$ cat src/rtl/dbg_ctrl_pkg.sv
`default_nettype none
package dbg_ctrl_pkg;
    // serial command codes seen on the decoded command port
    typedef enum logic [2:0] {
        CMD_NONE      = 3'b000,
        CMD_RD_STATUS = 3'b001,
        CMD_WR_CTRL   = 3'b010,
        CMD_RD_BKPT   = 3'b011,
        CMD_WR_BKPT   = 3'b100,
        CMD_WR_BYTE   = 3'b101,
        CMD_RD_BYTE   = 3'b110
    } serial_cmd_e;

    // cpu run state
    typedef enum logic [1:0] {
        RUN_USER = 2'b00,
        RUN_WAIT = 2'b01,
        RUN_HALT = 2'b10
    } run_state_e;

    localparam int unsigned BIT_ENABLE_BG    = 7;
    localparam int unsigned BIT_BG_ACTIVE    = 6;
    localparam int unsigned BIT_BKPT_ENABLE  = 5;
    localparam int unsigned BIT_FORCE_TAG    = 4;
    localparam int unsigned BIT_LINK_CLK_SEL = 3;
    localparam int unsigned BIT_HALTED       = 2;
    localparam int unsigned BIT_HALT_FAIL    = 1;
    localparam int unsigned BIT_SLOW_FAIL    = 0;
    localparam int unsigned BIT_FORCE_RESET  = 0;

    localparam logic [7:0]  CTRL_RESET       = 8'h00;
    localparam logic [15:0] BKPT_RESET       = 16'h0000;
    localparam logic [7:0]  CMP_A_HIGH_RESET = 8'h00;
    localparam logic [7:0]  FORCE_RESET_READ = 8'h00;

    // high-page byte addresses; placement is ours
    localparam logic [15:0] ADDR_FORCE_RESET = 16'h1800;
    localparam logic [15:0] ADDR_CMP_A_HIGH  = 16'h1810;

    // reset pulse width requested from the reset controller
    localparam int unsigned RESET_PULSE_CYC  = 4;
endpackage
`default_nettype wire

$ cat src/rtl/cpu_side_if.sv
`default_nettype none
interface cpu_side_if;
    logic        halt_req;
    logic        swi_req;
    logic        bkpt_hit;
    logic        tag_mark;
    modport ctrl (output halt_req, output swi_req, input bkpt_hit, input tag_mark);
    modport bkpt (input halt_req, input swi_req, output bkpt_hit, output tag_mark);
endinterface
`default_nettype wire

$ cat src/rtl/serial_debug_control_regs.sv
// Operation
// - enable_background_entry clear refuses halt entry; non-intrusive commands still work.
// - enable_background_entry stays set once written; only normal reset clears it.
// - background_active reads 1 in debug halt, 0 while user code runs.
// - breakpoint_enable clear disables breakpoint, ignores force select and match address.
// - force select set: address match halts at next instruction boundary.
// - force select clear: match tags opcode; halt when it reaches queue end.
// - link_clock_select resets 0 (alternate clock); 1 selects bus clock.
// - halted_status reads 1 in wait/stop or halt entered from wait/stop.
// - halt command accepted in wait/stop, moving cpu into debug halt.
// - halt_access_failure set when memory access fails against wait/stop entry.
// - slow_access_failure never reported; no slow memory exists.
// - status/control reachable only by serial status-read and control-write.
// - breakpoint address is 16 bits, only via serial breakpoint commands.
// - serial memory write of 1 to force-reset bit 0 resets the device.
// - user writes to force-reset ignored; reads always return 0x00.
// - trace unit register space sits in normal memory, user accessible.
// - comparator A high resets 0x00, always readable, write blocked when armed.
// - enable_background_entry writes blocked while in debug halt.
// - control-write never changes the four status flags.
// - breakpoint with entry disabled executes software interrupt instead.
`default_nettype none
module serial_debug_control_regs
    import dbg_ctrl_pkg::*;
(
    input  wire logic        sys_clk,
    input  wire logic        resetn,
    // decoded serial debug command port
    input  wire logic        ser_cmd_valid,
    input  wire logic [2:0]  ser_cmd,
    input  wire logic [15:0] ser_addr,
    input  wire logic [15:0] ser_wdata,
    output var  logic [15:0] ser_rdata,
    output var  logic        ser_rvalid,
    // cpu user bus to the high register page
    input  wire logic        cpu_wr,
    input  wire logic        cpu_rd,
    input  wire logic [15:0] cpu_addr,
    input  wire logic [7:0]  cpu_wdata,
    output var  logic [7:0]  cpu_rdata,
    output var  logic        cpu_rvalid,
    // cpu status and pipeline
    input  wire logic        cpu_addr_valid,
    input  wire logic        opcode_fetch,
    input  wire logic        queue_end_tagged,
    input  wire logic        instr_boundary,
    input  wire logic        cpu_in_wait_stop,
    input  wire logic        cpu_resume,
    input  wire logic        bg_instr,
    input  wire logic        halt_cmd,
    input  wire logic        mem_access_failed,
    input  wire logic        trace_armed,
    // outputs
    output var  logic        halt_request,
    output var  logic        swi_request,
    output var  logic        tag_opcode,
    output var  logic        link_clock_select,
    output var  logic        force_reset
);
    ////////////////////////////////////////////////////////////////////////////
    run_state_e  state_q;
    logic        enable_bg_q;
    logic        bkpt_en_q;
    logic        force_sel_q;
    logic        clk_sel_q;
    logic        from_wait_q;
    logic        halt_fail_q;
    logic [15:0] bkpt_addr_q;
    logic [7:0]  cmp_a_high_q;
    logic        rst_trig;
    logic        rst_pulse;
    logic        ser_wctrl;
    logic        halt_entry;
    logic        bkpt_event;
    logic        force_pend_q;
    logic        bg_active;
    logic        halted;
    logic [7:0]  status_byte;
    cpu_side_if  cpu_if ();

    function automatic logic is_cmd(input logic [2:0] c, input serial_cmd_e want);
        return ser_cmd_valid && (c == want);
    endfunction

    assign ser_wctrl  = is_cmd(ser_cmd, CMD_WR_CTRL);
    assign bg_active  = (state_q == RUN_HALT);
    assign halted     = (state_q == RUN_WAIT) || (bg_active && from_wait_q);
    // force hit waits for a boundary; a tag hit already sits at queue end
    assign bkpt_event = force_sel_q ? (cpu_if.bkpt_hit || force_pend_q) && instr_boundary
                                    : cpu_if.bkpt_hit;
    // halt entry sources; all need permission
    assign halt_entry = enable_bg_q && state_q != RUN_HALT
                        && (halt_cmd || bg_instr || bkpt_event);
    assign status_byte = {enable_bg_q, bg_active, bkpt_en_q, force_sel_q, clk_sel_q,
                          halted, halt_fail_q, 1'b0};

    ////////////////////////////////////////////////////////////////////////////
    bkpt_match u_bkpt (
        .sys_clk          (sys_clk),
        .resetn           (resetn),
        .enable           (bkpt_en_q),
        .force_sel        (force_sel_q),
        .match_addr       (bkpt_addr_q),
        .cpu_addr         (cpu_addr),
        .cpu_addr_valid   (cpu_addr_valid),
        .opcode_fetch     (opcode_fetch),
        .queue_end_tagged (queue_end_tagged),
        .cpu              (cpu_if.bkpt)
    );

    assign rst_trig = is_cmd(ser_cmd, CMD_WR_BYTE) && ser_addr == ADDR_FORCE_RESET
                      && ser_wdata[BIT_FORCE_RESET];

    force_reset_gen u_rst (
        .sys_clk   (sys_clk),
        .resetn    (resetn),
        .trigger   (rst_trig),
        .reset_out (rst_pulse)
    );

    ////////////////////////////////////////////////////////////////////////////
    // run state tracking
    always_ff @(posedge sys_clk or negedge resetn) begin
        if (!resetn) begin
            state_q <= RUN_USER;
        end else begin
            case (state_q)
                RUN_USER: begin
                    if (halt_entry) begin
                        state_q <= RUN_HALT;
                    end else if (cpu_in_wait_stop) begin
                        state_q <= RUN_WAIT;
                    end
                end
                RUN_WAIT: begin
                    if (halt_entry) begin
                        state_q <= RUN_HALT;
                    end else if (!cpu_in_wait_stop) begin
                        state_q <= RUN_USER;
                    end
                end
                RUN_HALT: begin
                    if (cpu_resume) begin
                        state_q <= RUN_USER;
                    end
                end
                default: state_q <= RUN_USER;
            endcase
        end
    end

    always_ff @(posedge sys_clk or negedge resetn) begin
        if (!resetn) begin
            from_wait_q <= 1'b0;
        end else if (halt_entry) begin
            from_wait_q <= (state_q == RUN_WAIT);
        end else if (cpu_resume) begin
            from_wait_q <= 1'b0;
        end
    end

    ////////////////////////////////////////////////////////////////////////////
    // control bits; status flags are not writable here
    always_ff @(posedge sys_clk or negedge resetn) begin
        if (!resetn) begin
            enable_bg_q <= CTRL_RESET[BIT_ENABLE_BG];
            bkpt_en_q   <= CTRL_RESET[BIT_BKPT_ENABLE];
            force_sel_q <= CTRL_RESET[BIT_FORCE_TAG];
            clk_sel_q   <= CTRL_RESET[BIT_LINK_CLK_SEL];
        end else if (ser_wctrl) begin
            // a halted cpu may not lose its own permission
            if (!bg_active) begin
                // once set, only reset clears the permission
                enable_bg_q <= enable_bg_q || ser_wdata[BIT_ENABLE_BG];
            end
            bkpt_en_q   <= ser_wdata[BIT_BKPT_ENABLE];
            force_sel_q <= ser_wdata[BIT_FORCE_TAG];
            clk_sel_q   <= ser_wdata[BIT_LINK_CLK_SEL];
        end
    end

    // the match hit lasts one cycle; remember it until the next boundary
    always_ff @(posedge sys_clk or negedge resetn) begin
        if (!resetn) begin
            force_pend_q <= 1'b0;
        end else if (instr_boundary || !bkpt_en_q || !force_sel_q) begin
            force_pend_q <= 1'b0;
        end else if (cpu_if.bkpt_hit) begin
            force_pend_q <= 1'b1;
        end
    end

    // failure flag: set wins over the clear on resume
    always_ff @(posedge sys_clk or negedge resetn) begin
        if (!resetn) begin
            halt_fail_q <= 1'b0;
        end else if (mem_access_failed && cpu_in_wait_stop) begin
            halt_fail_q <= 1'b1;
        end else if (cpu_resume) begin
            halt_fail_q <= 1'b0;
        end
    end

    always_ff @(posedge sys_clk or negedge resetn) begin
        if (!resetn) begin
            bkpt_addr_q <= BKPT_RESET;
        end else if (is_cmd(ser_cmd, CMD_WR_BKPT)) begin
            bkpt_addr_q <= ser_wdata;
        end
    end

    // user-visible trace comparator byte
    always_ff @(posedge sys_clk or negedge resetn) begin
        if (!resetn) begin
            cmp_a_high_q <= CMP_A_HIGH_RESET;
        end else if (cpu_wr && cpu_addr == ADDR_CMP_A_HIGH && !trace_armed) begin
            cmp_a_high_q <= cpu_wdata;
        end
    end

    ////////////////////////////////////////////////////////////////////////////
    // read paths
    always_ff @(posedge sys_clk or negedge resetn) begin
        if (!resetn) begin
            ser_rdata  <= 16'h0000;
            ser_rvalid <= 1'b0;
        end else begin
            ser_rvalid <= is_cmd(ser_cmd, CMD_RD_STATUS) || is_cmd(ser_cmd, CMD_RD_BKPT)
                          || is_cmd(ser_cmd, CMD_RD_BYTE);
            if (is_cmd(ser_cmd, CMD_RD_STATUS)) begin
                ser_rdata <= {8'h00, status_byte};
            end else if (is_cmd(ser_cmd, CMD_RD_BKPT)) begin
                ser_rdata <= bkpt_addr_q;
            end else if (is_cmd(ser_cmd, CMD_RD_BYTE) && ser_addr == ADDR_CMP_A_HIGH) begin
                ser_rdata <= {8'h00, cmp_a_high_q};
            end else begin
                ser_rdata <= {8'h00, FORCE_RESET_READ};
            end
        end
    end

    // user bus never reaches debug status or force reset
    always_ff @(posedge sys_clk or negedge resetn) begin
        if (!resetn) begin
            cpu_rdata  <= 8'h00;
            cpu_rvalid <= 1'b0;
        end else begin
            cpu_rvalid <= cpu_rd;
            if (cpu_rd && cpu_addr == ADDR_CMP_A_HIGH) begin
                cpu_rdata <= cmp_a_high_q;
            end else begin
                cpu_rdata <= FORCE_RESET_READ;
            end
        end
    end

    ////////////////////////////////////////////////////////////////////////////
    // cpu requests
    assign cpu_if.halt_req = halt_request;
    assign cpu_if.swi_req  = swi_request;

    always_ff @(posedge sys_clk or negedge resetn) begin
        if (!resetn) begin
            halt_request <= 1'b0;
            swi_request  <= 1'b0;
            tag_opcode   <= 1'b0;
        end else begin
            halt_request <= halt_entry;
            // without permission the break turns into a software interrupt
            swi_request  <= bkpt_event && !enable_bg_q;
            tag_opcode   <= cpu_if.tag_mark;
        end
    end

    always_ff @(posedge sys_clk or negedge resetn) begin
        if (!resetn) begin
            link_clock_select <= 1'b0;
            force_reset       <= 1'b0;
        end else begin
            link_clock_select <= clk_sel_q;
            force_reset       <= rst_pulse;
        end
    end
endmodule
`default_nettype wire

$ cat src/rtl/bkpt_match.sv
`default_nettype none
module bkpt_match
    import dbg_ctrl_pkg::*;
(
    input  wire logic        sys_clk,
    input  wire logic        resetn,
    input  wire logic        enable,
    input  wire logic        force_sel,
    input  wire logic [15:0] match_addr,
    input  wire logic [15:0] cpu_addr,
    input  wire logic        cpu_addr_valid,
    input  wire logic        opcode_fetch,
    input  wire logic        queue_end_tagged,
    cpu_side_if.bkpt         cpu
);
    logic hit_q;
    logic tag_q;
    logic match;

    assign match = enable && cpu_addr_valid && (cpu_addr == match_addr);

    always_ff @(posedge sys_clk or negedge resetn) begin
        if (!resetn) begin
            hit_q <= 1'b0;
            tag_q <= 1'b0;
        end else begin
            // force: any bus match, opcode or not
            hit_q <= (match && force_sel) || (enable && !force_sel && queue_end_tagged);
            tag_q <= match && !force_sel && opcode_fetch;
        end
    end

    assign cpu.bkpt_hit = hit_q;
    assign cpu.tag_mark = tag_q;
endmodule
`default_nettype wire

$ cat src/rtl/force_reset_gen.sv
`default_nettype none
module force_reset_gen
    import dbg_ctrl_pkg::*;
(
    input  wire logic sys_clk,
    input  wire logic resetn,
    input  wire logic trigger,
    output var  logic reset_out
);
    logic [2:0] cnt_q;

    always_ff @(posedge sys_clk or negedge resetn) begin
        if (!resetn) begin
            cnt_q <= 3'h0;
        end else if (trigger) begin
            cnt_q <= 3'(RESET_PULSE_CYC);
        end else if (cnt_q != 3'h0) begin
            cnt_q <= cnt_q - 3'h1;
        end
    end

    always_ff @(posedge sys_clk or negedge resetn) begin
        if (!resetn) begin
            reset_out <= 1'b0;
        end else begin
            reset_out <= trigger || (cnt_q > 3'h1);
        end
    end
endmodule
`default_nettype wire

$ cat config.mk
export PLATFORM = sky130hd
export DESIGN_NAME = serial_debug_control_regs
export DESIGN_NICKNAME = d
export VERILOG_FILES = /design/src/rtl/dbg_ctrl_pkg.sv /design/src/rtl/cpu_side_if.sv /design/src/rtl/serial_debug_control_regs.sv /design/src/rtl/bkpt_match.sv /design/src/rtl/force_reset_gen.sv
export SDC_FILE = /design/constraint.sdc
export NUM_CORES = 1
export LEC_CHECK = 0
export BUFFER_PORTS_ARGS = -buffer_cell sky130_fd_sc_hd__buf_2
export CORE_AREA = 4 4 102 65
export DETAILED_ROUTE_END_ITERATION = 6
export DIE_AREA = 0 0 106 69
export GPL_ROUTABILITY_DRIVEN = 0
export PLACE_DENSITY_LB_ADDON = 0.25
export SLEW_MARGIN = 25
export SYNTH_ARGS = -nofsm -noshare
export SYNTH_HDL_FRONTEND = slang
export SYNTH_SLANG_ARGS = --single-unit
export TNS_END_PERCENT = 20
$ cat constraint.sdc
create_clock -name sys_clk -period 3.9 [get_ports sys_clk]
set_input_delay 0.39 -clock sys_clk [delete_from_list [all_inputs] [get_ports sys_clk]]
set_output_delay 0.39 -clock sys_clk [all_outputs]
set_load 0.02 [all_outputs]
==> flow_results.org, run 1 <==
** Outcome
- The run finished with clean final reports.

** Global routing
- Entering global routing, the biggest net connects 37 pins.
- For this run the aggregate overflow at the end of global routing stands at 0.
- Number of antenna violations at the first check in global routing :: 0
- Global routing usage summed across all routing layers :: 19.11%
- The first global-routing pass estimated 10.79 mm of wire.
- Number of global-route vias before repair :: 2162

** Timing
- Of the available clock period, the critical path in the final layout requires 45.77%.
- Post-layout min period :: 1.785 ns
- Final WS setup :: 2.115 ns
- Setup repair after global routing left no endpoint under its margin.
- Worst Tran Pin Value :: 0.7523 ns
- Maximum clock frequency :: 560.3 MHz
- Number of hold violations in the final report :: 0
- Max Transition Viols Final :: 0
- Across the routed clock network, the largest skew measured is 0.004608 ns.
- Final Setup Violations :: 0
- Max_slew headroom :: 49.85%
- Setup tns final :: 0 ns

** Synth
- Of the total synthesized cell area, the portion taken by AND, OR, NAND and NOR gates is 14.21%.
- Share of synthesized cell area in full adder, half adder and majority cells :: 1.276%
- Synthesis inferred 70 register bits.
- The netlist uses 37 different library cells.
- Each instance of the synthesized netlist takes up on average 13.07 sq um.
- Synth Net Count :: 302
- Area fraction of the dominant cell type after synthesis :: 59.55%
- After Yosys synthesis, XOR and XNOR cells account for 5.062% of the synthesized area.
- Summing every instance area after synthesis gives 2942 sq um.
- Dominant cell type by area after synthesis :: sky130_fd_sc_hd__dfrtp_1
- Synth top area cells :: sky130_fd_sc_hd__dfrtp_1 (60%), sky130_fd_sc_hd__mux2_2 (10%), sky130_fd_sc_hd__xor2_1 (3.6%)
- Compound-Gate Fraction of Synth Area :: 5.359%
- The portion of synthesized area spent on multiplexers is 12.68%.
- Yosys printed 0 warnings.
- By area, the combinational part of the netlist is dominated by simple AND/OR/NAND/NOR gates.
- Post-Synthesis Cells :: 225
- Share of synthesized area occupied by flip-flops and latches :: 59.55%

** Drt
- After detailed routing, the wire length on met1 is 3.031 mm.
- Number of nets with antenna violations after detailed routing :: 0
- Via density :: 5.019
- DRC violations left :: 0
- In the detailed route, the total length drawn on met3 is 463 um.
- Dividing the detail-routed wire length by the instance count gives 15.67 um.
- Via count :: 2113
- The highest layer touched by signal routing is met4.
- Wirelength, routed :: 6.598 mm
- DRC marker count from the first detailed-route iteration :: 87
- The pre-antenna-repair detailed-routing pass consisted of 4 iterations.
- Wire segments on met2 add up to 3.026 mm in the final route.

** Clocking
- The H-tree was split into 3 levels.
- In this run, post-CTS hold repair placed 0 buffers.
- Maximum buffer depth of the clock tree :: 2
- Clock tree root driver cell :: sky130_fd_sc_hd__clkbuf_8
- TritonCTS built the clock tree.
- Number of clock buffers inserted by TritonCTS :: 9
- Clock-pin slew on the worst setup and hold paths :: 0.07 ns
- Post-CTS setup buffer count :: 0
- CTS saw 70 sinks.
- For the worst-skew pair, the clock arrives at the later sink with an insertion delay of 0.33 ns.
- Once the clock tree was built, the resizer swapped 0 gates to a different size.

** Setup path
- STA classifies the critical path startpoint as an input port.
- Arrival time reported for the critical path endpoint :: 2.00 ns
- Data required time of the worst path :: 4.12 ns
- Critical path class :: input port to flop
- Worst-path cell chain :: buf_2 > nor4_1 > nand4_1 > nor3b_4 > mux2_2
- Critical-path top delay cell :: sky130_fd_sc_hd__nor3b_4
- Along the worst path, the maximum fanout reaches 8.
- Counting both buffers and inverters, the worst setup path holds a total of 1.
- Top Family by Delay on Critical Path :: simple AND/OR/NAND/NOR gates
- Highest cell delay on the worst timing path :: 0.46 ns
- For flop-to-flop paths, the worst setup slack is 2.28 ns.
- The worst setup path is captured at a flop.

** Power and ir drop
- IR analysis of the VDD net gives a maximum drop of 0.0002690 V.
- Leak :: 1.954 nW
- Total power :: 1.803 mW
- Power density of the placed cells :: 480.9 nW/um^2

** Floorplan
- Site Rows :: 21
- Die extent in y :: 69 um
- The total area inside the core boundary comes to 5570 sq um.
- Die area :: 7314 sq um
- The die is 106 um wide.
- 105 I/O pins were placed.
- Once the floorplan was initialized, standard cells occupied 52.81% of the core.

** Finish
- Post-route non-filler standard cell count :: 421
- In the final layout, the share of cells above drive strength 1 is 44.28%.
- Fill cell total of the finished layout :: 449
- Antenna diode count :: 0
- Final nets :: 413
- From synthesis to final layout, the design area changed by 27.44%.

** Flow run
- Across the run, the number of max-cap violations was 0.

** Placed design
- Timing analysis after detailed placement gives a worst setup slack of 1.741 ns.
- The count of buffers added on input and output ports is 104.
- The HPWL after detailed placement is 5.201 mm.
- The number of placed instances, taps included, is 404.

** Worst hold path
- Kind of path behind the tightest hold check :: input port to asynchronous set/reset pin
cells by family (layout without fill, tap and decap cells):
group,after synthesis,count (layout)
AO/OA/AOI/OAI,23,23
XOR/XNOR,17,17
adder cells (fa/ha/maj),3,3
buffers and inverters,14,130
flip-flops,70,70
multiplexers,34,34
AND/OR/NAND/NOR,64,64
power by group:
group / internal [mW] / switching, mW
clock network: 0.291 / 0.252
registers: 0.827 / 0.0793
logic: 0.172 / 0.181
layout by cell type (no fill, tap or decap), types with 2 or more instances in the layout:
cell type / instances
sky130_fd_sc_hd__buf_2: 104
sky130_fd_sc_hd__dfrtp_1: 70
sky130_fd_sc_hd__mux2_2: 26
sky130_fd_sc_hd__xor2_1: 12
sky130_fd_sc_hd__and3_1: 9
sky130_fd_sc_hd__clkbuf_8: 9
sky130_fd_sc_hd__inv_1: 8
sky130_fd_sc_hd__nor4_1: 8
sky130_fd_sc_hd__mux2i_1: 8
sky130_fd_sc_hd__and2_1: 8
sky130_fd_sc_hd__nor2_1: 7
sky130_fd_sc_hd__a21oi_1: 6
sky130_fd_sc_hd__o2bb2ai_1: 6
sky130_fd_sc_hd__o21ai_0: 5
sky130_fd_sc_hd__xnor2_1: 5
sky130_fd_sc_hd__nor2b_1: 4
sky130_fd_sc_hd__nand4_1: 4
sky130_fd_sc_hd__nand2_1: 4
sky130_fd_sc_hd__clkinv_2: 4
sky130_fd_sc_hd__nand2b_1: 3
sky130_fd_sc_hd__nand3_1: 3
sky130_fd_sc_hd__ha_1: 3
sky130_fd_sc_hd__and3b_1: 2
sky130_fd_sc_hd__nor4bb_1: 2
sky130_fd_sc_hd__nand3b_1: 2
sky130_fd_sc_hd__clkbuf_1: 2
sky130_fd_sc_hd__buf_4: 2
sequential cells by signal, summed over array words and instances (netlist names), 2 cells and up:
signal	flops
bkpt_addr_q	16
cpu_rdata	8
ser_rdata	16
cmp_a_high_q	8
u_rst.cnt_q	3
state_q	2
metal layers:
metal	vias up	GRT usage [%]
met4	0	8.190
met1	1018	25.74
li1	1023	-
met5	-	0
met3	6	6.250
met2	66	28.39
stage by stage:
stage | util, % | hold WS (ns) | instance area (sq um)
final | 67.30 | 0.1186 | 3749
after global routing | 67.30 | 0.1581 | 3749
after CTS | 67.16 | 0.1320 | 3741
after detailed placement | 63.90 | 0.3373 | 3560
after global placement | 63.90 | 0.3329 | 3560
after floorplan | - | 0.09441 | 2942
worst paths after layout:
kind	start	end	depth (start not counted)
max in group asynchronous	resetn	ser_rdata[0]$_DFF_PN0_	2
setup reg to reg	force_sel_q$_DFFE_PN0P_	state_q[0]$_DFFE_PN0P_	5
hold / removal	resetn	state_q[0]$_DFFE_PN0P_	1
min in group sys_clk	cpu_rd	cpu_rvalid$_DFF_PN0_	1
setup / recovery	cpu_addr[2]	cmp_a_high_q[6]$_DFFE_PN0P_	5
hold reg to reg	u_rst.reset_out$_DFF_PN0_	force_reset$_DFF_PN0_	0
synthesized netlist by cell type (all sizes together):
| master | instances |
|---|---|
| a21oi | 6 |
| a22o | 1 |
| a31o | 1 |
| a32o | 1 |
| and2 | 8 |
| and3 | 9 |
| and3b | 2 |
| and4bb | 1 |
| buf | 2 |
| clkbuf | 4 |
| dfrtp | 70 |
| ha | 3 |
| inv | 8 |
| mux2 | 26 |
| mux2i | 8 |
| nand2 | 4 |
| nand2b | 3 |
| nand3 | 3 |
| nand3b | 2 |
| nand4 | 4 |
| nor2 | 7 |
| nor2b | 4 |
| nor3 | 1 |
| nor3b | 2 |
| nor4 | 8 |
| nor4b | 2 |
| nor4bb | 3 |
| o21ai | 5 |
| o22ai | 1 |
| o2bb2ai | 6 |
| o311ai | 1 |
| o31ai | 1 |
| or3 | 1 |
| xnor2 | 5 |
| xor2 | 12 |
cell type report:
cell class	instances	area [sq um]	share of cell area, %
Sequential cell	70	1752	46.73
Multi-Input combinational cell	141	1150	30.67
Timing Repair Buffer	106	535.5	14.29
Clock buffer	11	131.4	3.505
Tap cell	80	100.1	2.670
Clock inverter	5	50.05	1.335
Inverter	8	30.03	0.8011
Power figures use the tool's default switching activity.
==> inputs of run 2 (changes only) <==
--- a/config.mk
+++ b/config.mk
@@ -6,9 +6,9 @@
 export NUM_CORES = 1
 export LEC_CHECK = 0
 export BUFFER_PORTS_ARGS = -buffer_cell sky130_fd_sc_hd__buf_2
-export CORE_AREA = 4 4 102 65
+export CORE_AREA = 4 4 111 71
 export DETAILED_ROUTE_END_ITERATION = 6
-export DIE_AREA = 0 0 106 69
+export DIE_AREA = 0 0 115 75
 export GPL_ROUTABILITY_DRIVEN = 0
 export PLACE_DENSITY_LB_ADDON = 0.25
 export SLEW_MARGIN = 25
==> constraint.sdc (replaced) <==
create_clock -name sys_clk -period 1.55 [get_ports sys_clk]
set_input_delay 0.155 -clock sys_clk [delete_from_list [all_inputs] [get_ports sys_clk]]
set_output_delay 0.155 -clock sys_clk [all_outputs]
set_load 0.02 [all_outputs]
==> run 2 against run 1 <==
  * Utilization is 8.2 points lower
  * Clock power grew to 4.1 times the previous value
  * Non-clock buffer count is 22 higher
  * Power grew to 3.0 times the previous value
  * Global-route usage is 1.6 points lower
  * Combinational power grew to 2.7 times the previous value
  * Final cell count is 7.8% higher
  * Largest cell class unchanged
==> flow_results.org, run 2 (synthesis gave the netlist of run 1 again) <==
** Setup path
- Highest cell delay on the worst timing path :: 0.43 ns
- The signal on the critical path passes through a21oi_1 > a21oi_1 > o311ai_0 > buf_4 > inv_1 > nor3b_1.
- Critical-path top delay cell :: sky130_fd_sc_hd__dfrtp_1
- Among the stages of the critical path, the cell type that occurs most often is sky130_fd_sc_hd__a21oi_1.
- At the worst endpoint, the arrival time is 1.67 ns.
- STA classifies the critical path startpoint as a flop.
- At the worst endpoint, the required time is 1.78 ns.
- Critical path class :: flop to flop
- For flop-to-flop paths, the worst setup slack is 0.11 ns.
- Worst path bufs/invs :: 2
- Grouping stages by cell kind, the critical path spends the most delay in compound AO/OA/AOI/OAI gates.
- Maximum fanout along the worst path :: 5
- Crit. End Element :: flop

** Floorplan
- The die covers 8625 sq um.
- Pin placement for this block handled 105 I/O pins.
- Once the floorplan was initialized, standard cells occupied 42.22% of the core.
- The floorplan has 24 rows.
- Floorplan die width :: 115 um
- The die is 75 um tall.
- The total area inside the core boundary comes to 6967 sq um.

** Global routing
- Global routing consumed, on the met1 layer, 21.91% of the routing resources.
- Most congested layer reported by global routing :: met2
- Met3 demand-to-capacity share in global routing :: 5.863%
- The initial antenna violation count was 0.
- Entering global routing, the biggest net connects 71 pins.
- The number of global-route vias before repair came to 2326.
- Global routing usage summed across all routing layers :: 17.48%
- The first global-routing pass estimated 11.32 mm of wire.
- Global routing consumed, on the met2 layer, 28.78% of the routing resources.
- Global routing finished with a remaining overflow of 0.

** Finish
- Total non-filler cell area in the finished layout :: 4118 sq um
- Antenna diode count :: 0
- Core Util, Final :: 59.11%
- Post-route non-filler standard cell count :: 454
- Final nets :: 435
- Leading cell type in the layout, fill and taps excluded :: sky130_fd_sc_hd__buf_2
- The largest registers in the layout are bkpt_addr_q (16), ser_rdata (16).
- Relative to the synthesized area, the layout overhead comes to 39.98%.
- Fill cell total of the finished layout :: 598
- Of the cells placed in the final design, the portion with a size suffix greater than 1 is 47.66%.
- Commonest non-fill, non-tap cells in the layout :: sky130_fd_sc_hd__buf_2 (104), sky130_fd_sc_hd__dfrtp_1 (70), sky130_fd_sc_hd__mux2_2 (26)

** Placed design
- In this run the tool buffered the top-level ports with 104 buffer cells.
- HPWL reported at the end of detailed placement :: 5.336 mm
- Placement-stage worst setup slack :: -0.2333 ns
- The placed instances occupy a cell area of 3756 sq um.
- DP Cell Count :: 436

** Timing
- The count of final max-slew check failures is 0.
- Setup violations remaining at the end of the flow were counted as 0.
- Maximum clock frequency :: 694.8 MHz
- Across all setup checks in the final design, the least slack found is 0.1107 ns.
- Setup tns final :: 0 ns
- Max_slew headroom :: 72.43%
- Final period utilization :: 92.86%
- Post-layout min period :: 1.439 ns
- Setup repair after global routing left no endpoint under its margin.
- The number of failing hold endpoints at the final stage is 0.
- Final clock skew :: 0.005351 ns
- Worst Tran Pin Value :: 0.4136 ns

** Drt
- DRC violations left :: 0
- After detailed routing, the number of vias per cell comes to 4.896.
- For this block, the routed nets add up to 6.933 mm of wire.
- Dividing the detail-routed wire length by the instance count gives 15.27 um.
- Number of iterations in the first detailed-routing pass :: 4
- The count of nets left with antenna violations once routing finished came out at 0.
- In this run, the number of DRC markers left after iteration 0 of detailed routing was 99.
- Via count :: 2223

** Power and ir drop
- The worst-case IR drop observed on VDD is 0.0007798 V.
- Power spread over the standard cell area amounts to 1327 nW/um^2.
- In this run the static leakage power is 2.138 nW.

** Clocking
- Clock tree synthesis found a total of 70 sinks.
- Maximum level of the CTS H-tree :: 3
- Number of clock buffers inserted by TritonCTS :: 9
- Clock tree root driver cell :: sky130_fd_sc_hd__clkbuf_16
- Clock latency on the worst-skew pair :: 0.33 ns
- TritonCTS clock tree :: done
- Post-CTS setup buffer count :: 0
- Clock-pin slew on the worst setup and hold paths :: 0.05 ns
- Maximum buffer depth of the clock tree :: 2

** Worst hold path
- The min-delay analysis places its worst path in the category input port to flop.

** Outcome
- The run finished with clean final reports.

** Flow run
- Max-cap violations in this run came to 0.
## run 2: cell count changes in the layout (fill, tap and decap cells not counted)
cell	change
sky130_fd_sc_hd__clkbuf_8	-6
sky130_fd_sc_hd__bufinv_16	+1
sky130_fd_sc_hd__buf_12	+2
sky130_fd_sc_hd__dlygate4sd3_1	+2
sky130_fd_sc_hd__nor4_2	+1
sky130_fd_sc_hd__clkbuf_16	+9
sky130_fd_sc_hd__buf_4	+18
sky130_fd_sc_hd__nor4_1	-1
sky130_fd_sc_hd__clkinv_2	-3
sky130_fd_sc_hd__clkbuf_1	-1
## run 2: worst register-to-register path, stage by stage (launching register included)
cell,delay [ns]
sky130_fd_sc_hd__dfrtp_1,0.43
sky130_fd_sc_hd__a21oi_1,0.15
sky130_fd_sc_hd__a21oi_1,0.06
sky130_fd_sc_hd__o311ai_0,0.29
sky130_fd_sc_hd__buf_4,0.19
sky130_fd_sc_hd__inv_1,0.05
sky130_fd_sc_hd__nor3b_1,0.18
## run 2: metrics by stage
| stage | total power, mW | hold slack [ns] |
|---|---|---|
| 5_1_grt | 5.774 | 0.01815 |
| 6_report | 5.463 | 0.01646 |
| 4_1_cts | 5.531 | 0.01028 |
| 3_5_place_dp | 3.257 | 0.2089 |
| 3_3_place_gp | 3.221 | 0.2100 |
| 2_1_floorplan | 2.846 | -0.1406 |
## run 2: layer usage
| layer | wire, um | up-vias |
|---|---|---|
| met5 | 0 | - |
| met4 | 89 | 0 |
| met1 | 3093 | 1067 |
| li1 | - | 1077 |
| met2 | 3256 | 68 |
| met3 | 495 | 11 |
## run 2: repair_timing
item,4_1_cts,5_1_grt
hold buffers,2,0
resized for setup,0,1
endpoints found under the setup margin,0,2
hold endpoints to repair,71,0
## run 2: power breakdown
group | total (mW) | switching [mW] | internal (mW) | leakage [nW]
Clock | 2.24 | 0.705 | 1.54 | 0.166
Combinational | 0.942 | 0.462 | 0.480 | 1.06
Sequential | 2.28 | 0.196 | 2.08 | 0.910
Total | 5.46 | 1.36 | 4.10 | 2.14
## run 2: worst paths after layout
kind                                                 end                           from  depth (start not counted)
worst max register to register    state_q[0]$_DFFE_PN0P_        force_sel_q$_DFFE_PN0P_                          6
worst max-delay path              state_q[0]$_DFFE_PN0P_        force_sel_q$_DFFE_PN0P_                          6
max in group asynchronous         state_q[0]$_DFFE_PN0P_                         resetn                          3
worst min-delay path            force_pend_q$_DFFE_PN0P_                 instr_boundary                          2
min in group asynchronous         ser_rdata[1]$_DFF_PN0_                         resetn                          3
worst min register to register      tag_opcode$_DFF_PN0_  u_bkpt.cpu.tag_mark$_DFF_PN0_                          0
## run 2: layout make-up
| type | count | area, sq um | share of cell area, % |
|---|---|---|---|
| clock buffers | 13 | 270.3 | 6.563 |
| repair buffers | 128 | 730.7 | 17.75 |
| inverters | 8 | 30.03 | 0.7293 |
| clock inverters | 3 | 65.06 | 1.580 |
| well taps | 91 | 113.9 | 2.765 |
| flip-flops and latches | 70 | 1752 | 42.54 |
| multi-input cells | 141 | 1156 | 28.08 |
==> inputs of run 3 (changes only) <==
--- a/config.mk
+++ b/config.mk
@@ -6,11 +6,12 @@
 export NUM_CORES = 1
 export LEC_CHECK = 0
 export BUFFER_PORTS_ARGS = -buffer_cell sky130_fd_sc_hd__buf_2
-export CORE_AREA = 4 4 111 71
+export CORE_AREA = 2 2 109 69
 export DETAILED_ROUTE_END_ITERATION = 6
-export DIE_AREA = 0 0 115 75
+export DIE_AREA = 0 0 111 71
 export GPL_ROUTABILITY_DRIVEN = 0
 export PLACE_DENSITY_LB_ADDON = 0.25
+export SETUP_SLACK_MARGIN = 0.15
 export SLEW_MARGIN = 25
 export SYNTH_ARGS = -nofsm -noshare
 export SYNTH_HDL_FRONTEND = slang
==> run 3 against run 2 <==
  * Global-route usage grew 0.95 points
  * Die area shrank 8.6%
  * Non-clock buffer count grew 2
  * Clock-buffer cell count shrank 3
  * Final cell count grew 0.44%
  * Utilization grew 0.11 points
  * Combinational power grew 3.4%
  * Via count shrank 0.22%
  * First-iteration DRC count shrank 20%
  * Register-to-register slack gained 0.03 ns
  * Design area shrank 0.24%
  * Flip-flop and latch count is the same
==> flow_results.org, run 3 (synthesis gave the netlist of run 1 again) <==
** Outcome
- The run finished with clean final reports.

** Setup path
- Along the worst path, the maximum fanout reaches 3.
- Worst reg2reg path startpoint :: bkpt_addr_q[13]$_DFFE_PN0P_
- Element type at the critical path start :: flop
- The setup check on the worst reg-to-reg path leaves a slack of 0.14 ns.
- Among all stages on the critical path, the largest delay is contributed by sky130_fd_sc_hd__dfrtp_1.
- Walking the worst path, the cells encountered are xor2_1 > nor4_1 > nand3_1 > o31ai_1.
- Worst path bufs/invs :: 0
- STA classifies the critical path endpoint as a flop.
- Arrival time reported for the critical path endpoint :: 1.64 ns
- The critical path runs through a total of 4 cells.
- The most critical setup path has its endpoint at u_bkpt.cpu.bkpt_hit$_DFF_PN0_.
- The worst setup path is of the flop to flop kind.
- In this design, the largest share of critical-path delay is due to simple AND/OR/NAND/NOR gates.
- Data required time of the worst path :: 1.78 ns
- Highest cell delay on the worst timing path :: 0.39 ns
- Worst R2R End :: u_bkpt.cpu.bkpt_hit$_DFF_PN0_
- Critical path launch point :: bkpt_addr_q[13]$_DFFE_PN0P_
- Depth of the most critical reg-to-reg path :: 4

** Global routing
- Across every metal layer, demand over resource in global routing totals 18.44%.
- The first global-routing pass estimated 11.03 mm of wire.
- Number of antenna violations at the first check in global routing :: 0
- Leftover overflow at the end of global routing :: 0
- Number of global-route vias before repair :: 2254
- Entering global routing, the biggest net connects 71 pins.

** Timing
- For the final database, setup skew stands at 0.003929 ns.
- Measured against its own limit, the worst slew margin works out to 67.62%.
- Final Setup Violations :: 0
- Final period utilization :: 91.14%
- Post-layout min period :: 1.413 ns
- Setup repair after global routing missed its margin :: yes
- At the pin with the least slew margin, the transition time is 0.4856 ns.
- Final worst hold slack :: 0.05022 ns
- Based on the critical path, the design can be clocked at up to 707.9 MHz.
- Max Transition Viols Final :: 0
- Number of hold violations in the final report :: 0

** Placed design
- Count of buffers from port buffering :: 104
- In this run the cell area measured after placement is 3789 sq um.
- Once detailed placement completed, the half-perimeter wirelength came to 5.161 mm.

** Power and ir drop
- Internal Pwr Total :: 3.687 mW
- Reg power frac :: 44.7%
- Leak :: 2.116 nW
- Power density of the placed cells :: 1240 nW/um^2
- Switching share of total power :: 27.62%
- Summed over all nets, the switching power comes to 1.407 mW.
- Worst IR drop on VDD :: 0.0006784 V
- Share of total power in the clock network :: 36.2%
- Portion of total power attributed to combinational logic :: 19.1%

** Finish
- 0 antenna diodes ended up in the layout.
- At the end of the flow, the number of nets in the layout was 437.
- In the final layout, the registers with the most flip-flops are bkpt_addr_q (16), ser_rdata (16).
- The finished cells cover 4108 sq um.
- The post-route netlist has 48.77% of its cells at a drive strength greater than 1.
- Fill cells in the final layout number 574.
- From synthesis to final layout, the design area changed by 39.64%.
- Commonest non-fill, non-tap cells in the layout :: sky130_fd_sc_hd__buf_2 (104), sky130_fd_sc_hd__dfrtp_1 (70), sky130_fd_sc_hd__mux2_2 (26)
- Leaving out fill and tap cells, the most frequent cell in the layout is sky130_fd_sc_hd__buf_2.

** Clocking
- TritonCTS created 9 clock buffers.
- The clock drives 70 sinks.
- The later pin in the worst-skew pair is clocked with a latency of 0.32 ns.
- CTS built an H-tree with a depth of 3.
- Clock-pin slew on the worst setup and hold paths :: 0.06 ns
- In this run the clock root is driven by a sky130_fd_sc_hd__clkbuf_16.
- Maximum buffer depth of the clock tree :: 2
- TritonCTS built the clock tree.

** Floorplan
- The floorplan step defined a core boundary enclosing 6937 sq um.
- Die extent in y :: 71 um
- Floorplan die width :: 111 um
- The floorplan has 24 rows.
- Initial cell density of the core :: 42.41%
- In this run the count of I/O pins placed on the die edge is 105.
- The die covers 7881 sq um.

** Drt
- Wirelength, routed :: 6.913 mm
- Via density :: 4.864
- Routed len/inst :: 15.16 um
- Number of iterations in the first detailed-routing pass :: 4
- Detailed routing inserted a total of 2218 vias.
- Number of nets with antenna violations after detailed routing :: 0
- The detailed router finished its first iteration with 79 violations.
- In the routed design, unresolved DRC markers number 0.

** Flow run
- Max-cap violations :: 0

** Worst hold path
- Along the worst hold path, the cell count comes to 3.
- Kind of path behind the tightest hold check :: input port to flop
[run 3: metrics by stage]
step / total power [mW] / TNS, ns / setup WS (ns) / instances / utilization, %
after CTS: 5.132 / 0 / 0.1419 / 456 / 59.04
after global routing: 5.369 / 0 / 0.06827 / 456 / 59.22
final: 5.094 / 0 / 0.1374 / 456 / 59.22
after floorplan: 2.847 / 0 / 0.08143 / 225 / -
after global placement: 3.229 / -1.103 / -0.1385 / 437 / 54.62
after detailed placement: 3.253 / -1.057 / -0.1412 / 437 / 54.62
[run 3: power by group through the flow]
stage | Clock (mW) | Sequential (mW) | Combinational, mW
5_1_grt | 1.98 | 2.31 | 1.09
3_5_place_dp | 0 | 2.30 | 0.951
3_3_place_gp | 0 | 2.30 | 0.931
4_1_cts | 1.88 | 2.28 | 0.972
2_1_floorplan | 0 | 2.31 | 0.535
6_report | 1.84 | 2.28 | 0.974
[run 3: area by class of cell]
| class | count | area (sq um) | share of cell area, % |
|---|---|---|---|
| Timing Repair Buffer | 130 | 760.7 | 18.52 |
| Clock inverter | 6 | 37.54 | 0.9138 |
| Inverter | 8 | 30.03 | 0.7310 |
| Multi-Input combinational cell | 141 | 1175 | 28.60 |
| Sequential cell | 70 | 1752 | 42.64 |
| Clock buffer | 10 | 239.0 | 5.818 |
| Tap cell | 91 | 113.9 | 2.772 |
[run 3: metal layers]
metal / up-vias / share of wire (%) / GRT usage (%)
li1: 1073 / - / -
met1: 1056 / 50 / 26.58
met2: 76 / 42 / 26.24
met3: 13 / 6.6 / 7.027
met4: 0 / 1.3 / 5.000
met5: - / 0 / 0
[run 3: worst min path at each step]
stage / slack (ns) / from / end
after global routing: 0.05 / ser_wdata[10] / bkpt_addr_q[10]$_DFFE_PN0P_
after global placement: 0.21 / resetn / cpu_rdata[1]$_DFF_PN0_
final: 0.05 / mem_access_failed / halt_fail_q$_DFFE_PN0P_
after CTS: 0.05 / mem_access_failed / halt_fail_q$_DFFE_PN0P_
after floorplan: -0.14 / resetn / bkpt_addr_q[0]$_DFFE_PN0P_
after detailed placement: 0.21 / resetn / cpu_rdata[1]$_DFF_PN0_
[run 3: worst reg2reg max path: cells and delay by family (launching register included)]
family | cells | cell delay (ns)
compound gates | 1 | 0.25
xor+xnor | 1 | 0.18
flops | 1 | 0.39
simple gates | 2 | 0.50
[run 3: timing repair]
item	CTS	global route
setup buffers	0	0
endpoints found under the hold margin	72	0
resized for setup	1	2
pin swaps	0	1
setup endpoints to repair	3	8
gates cloned	0	0
hold buffers	3	0
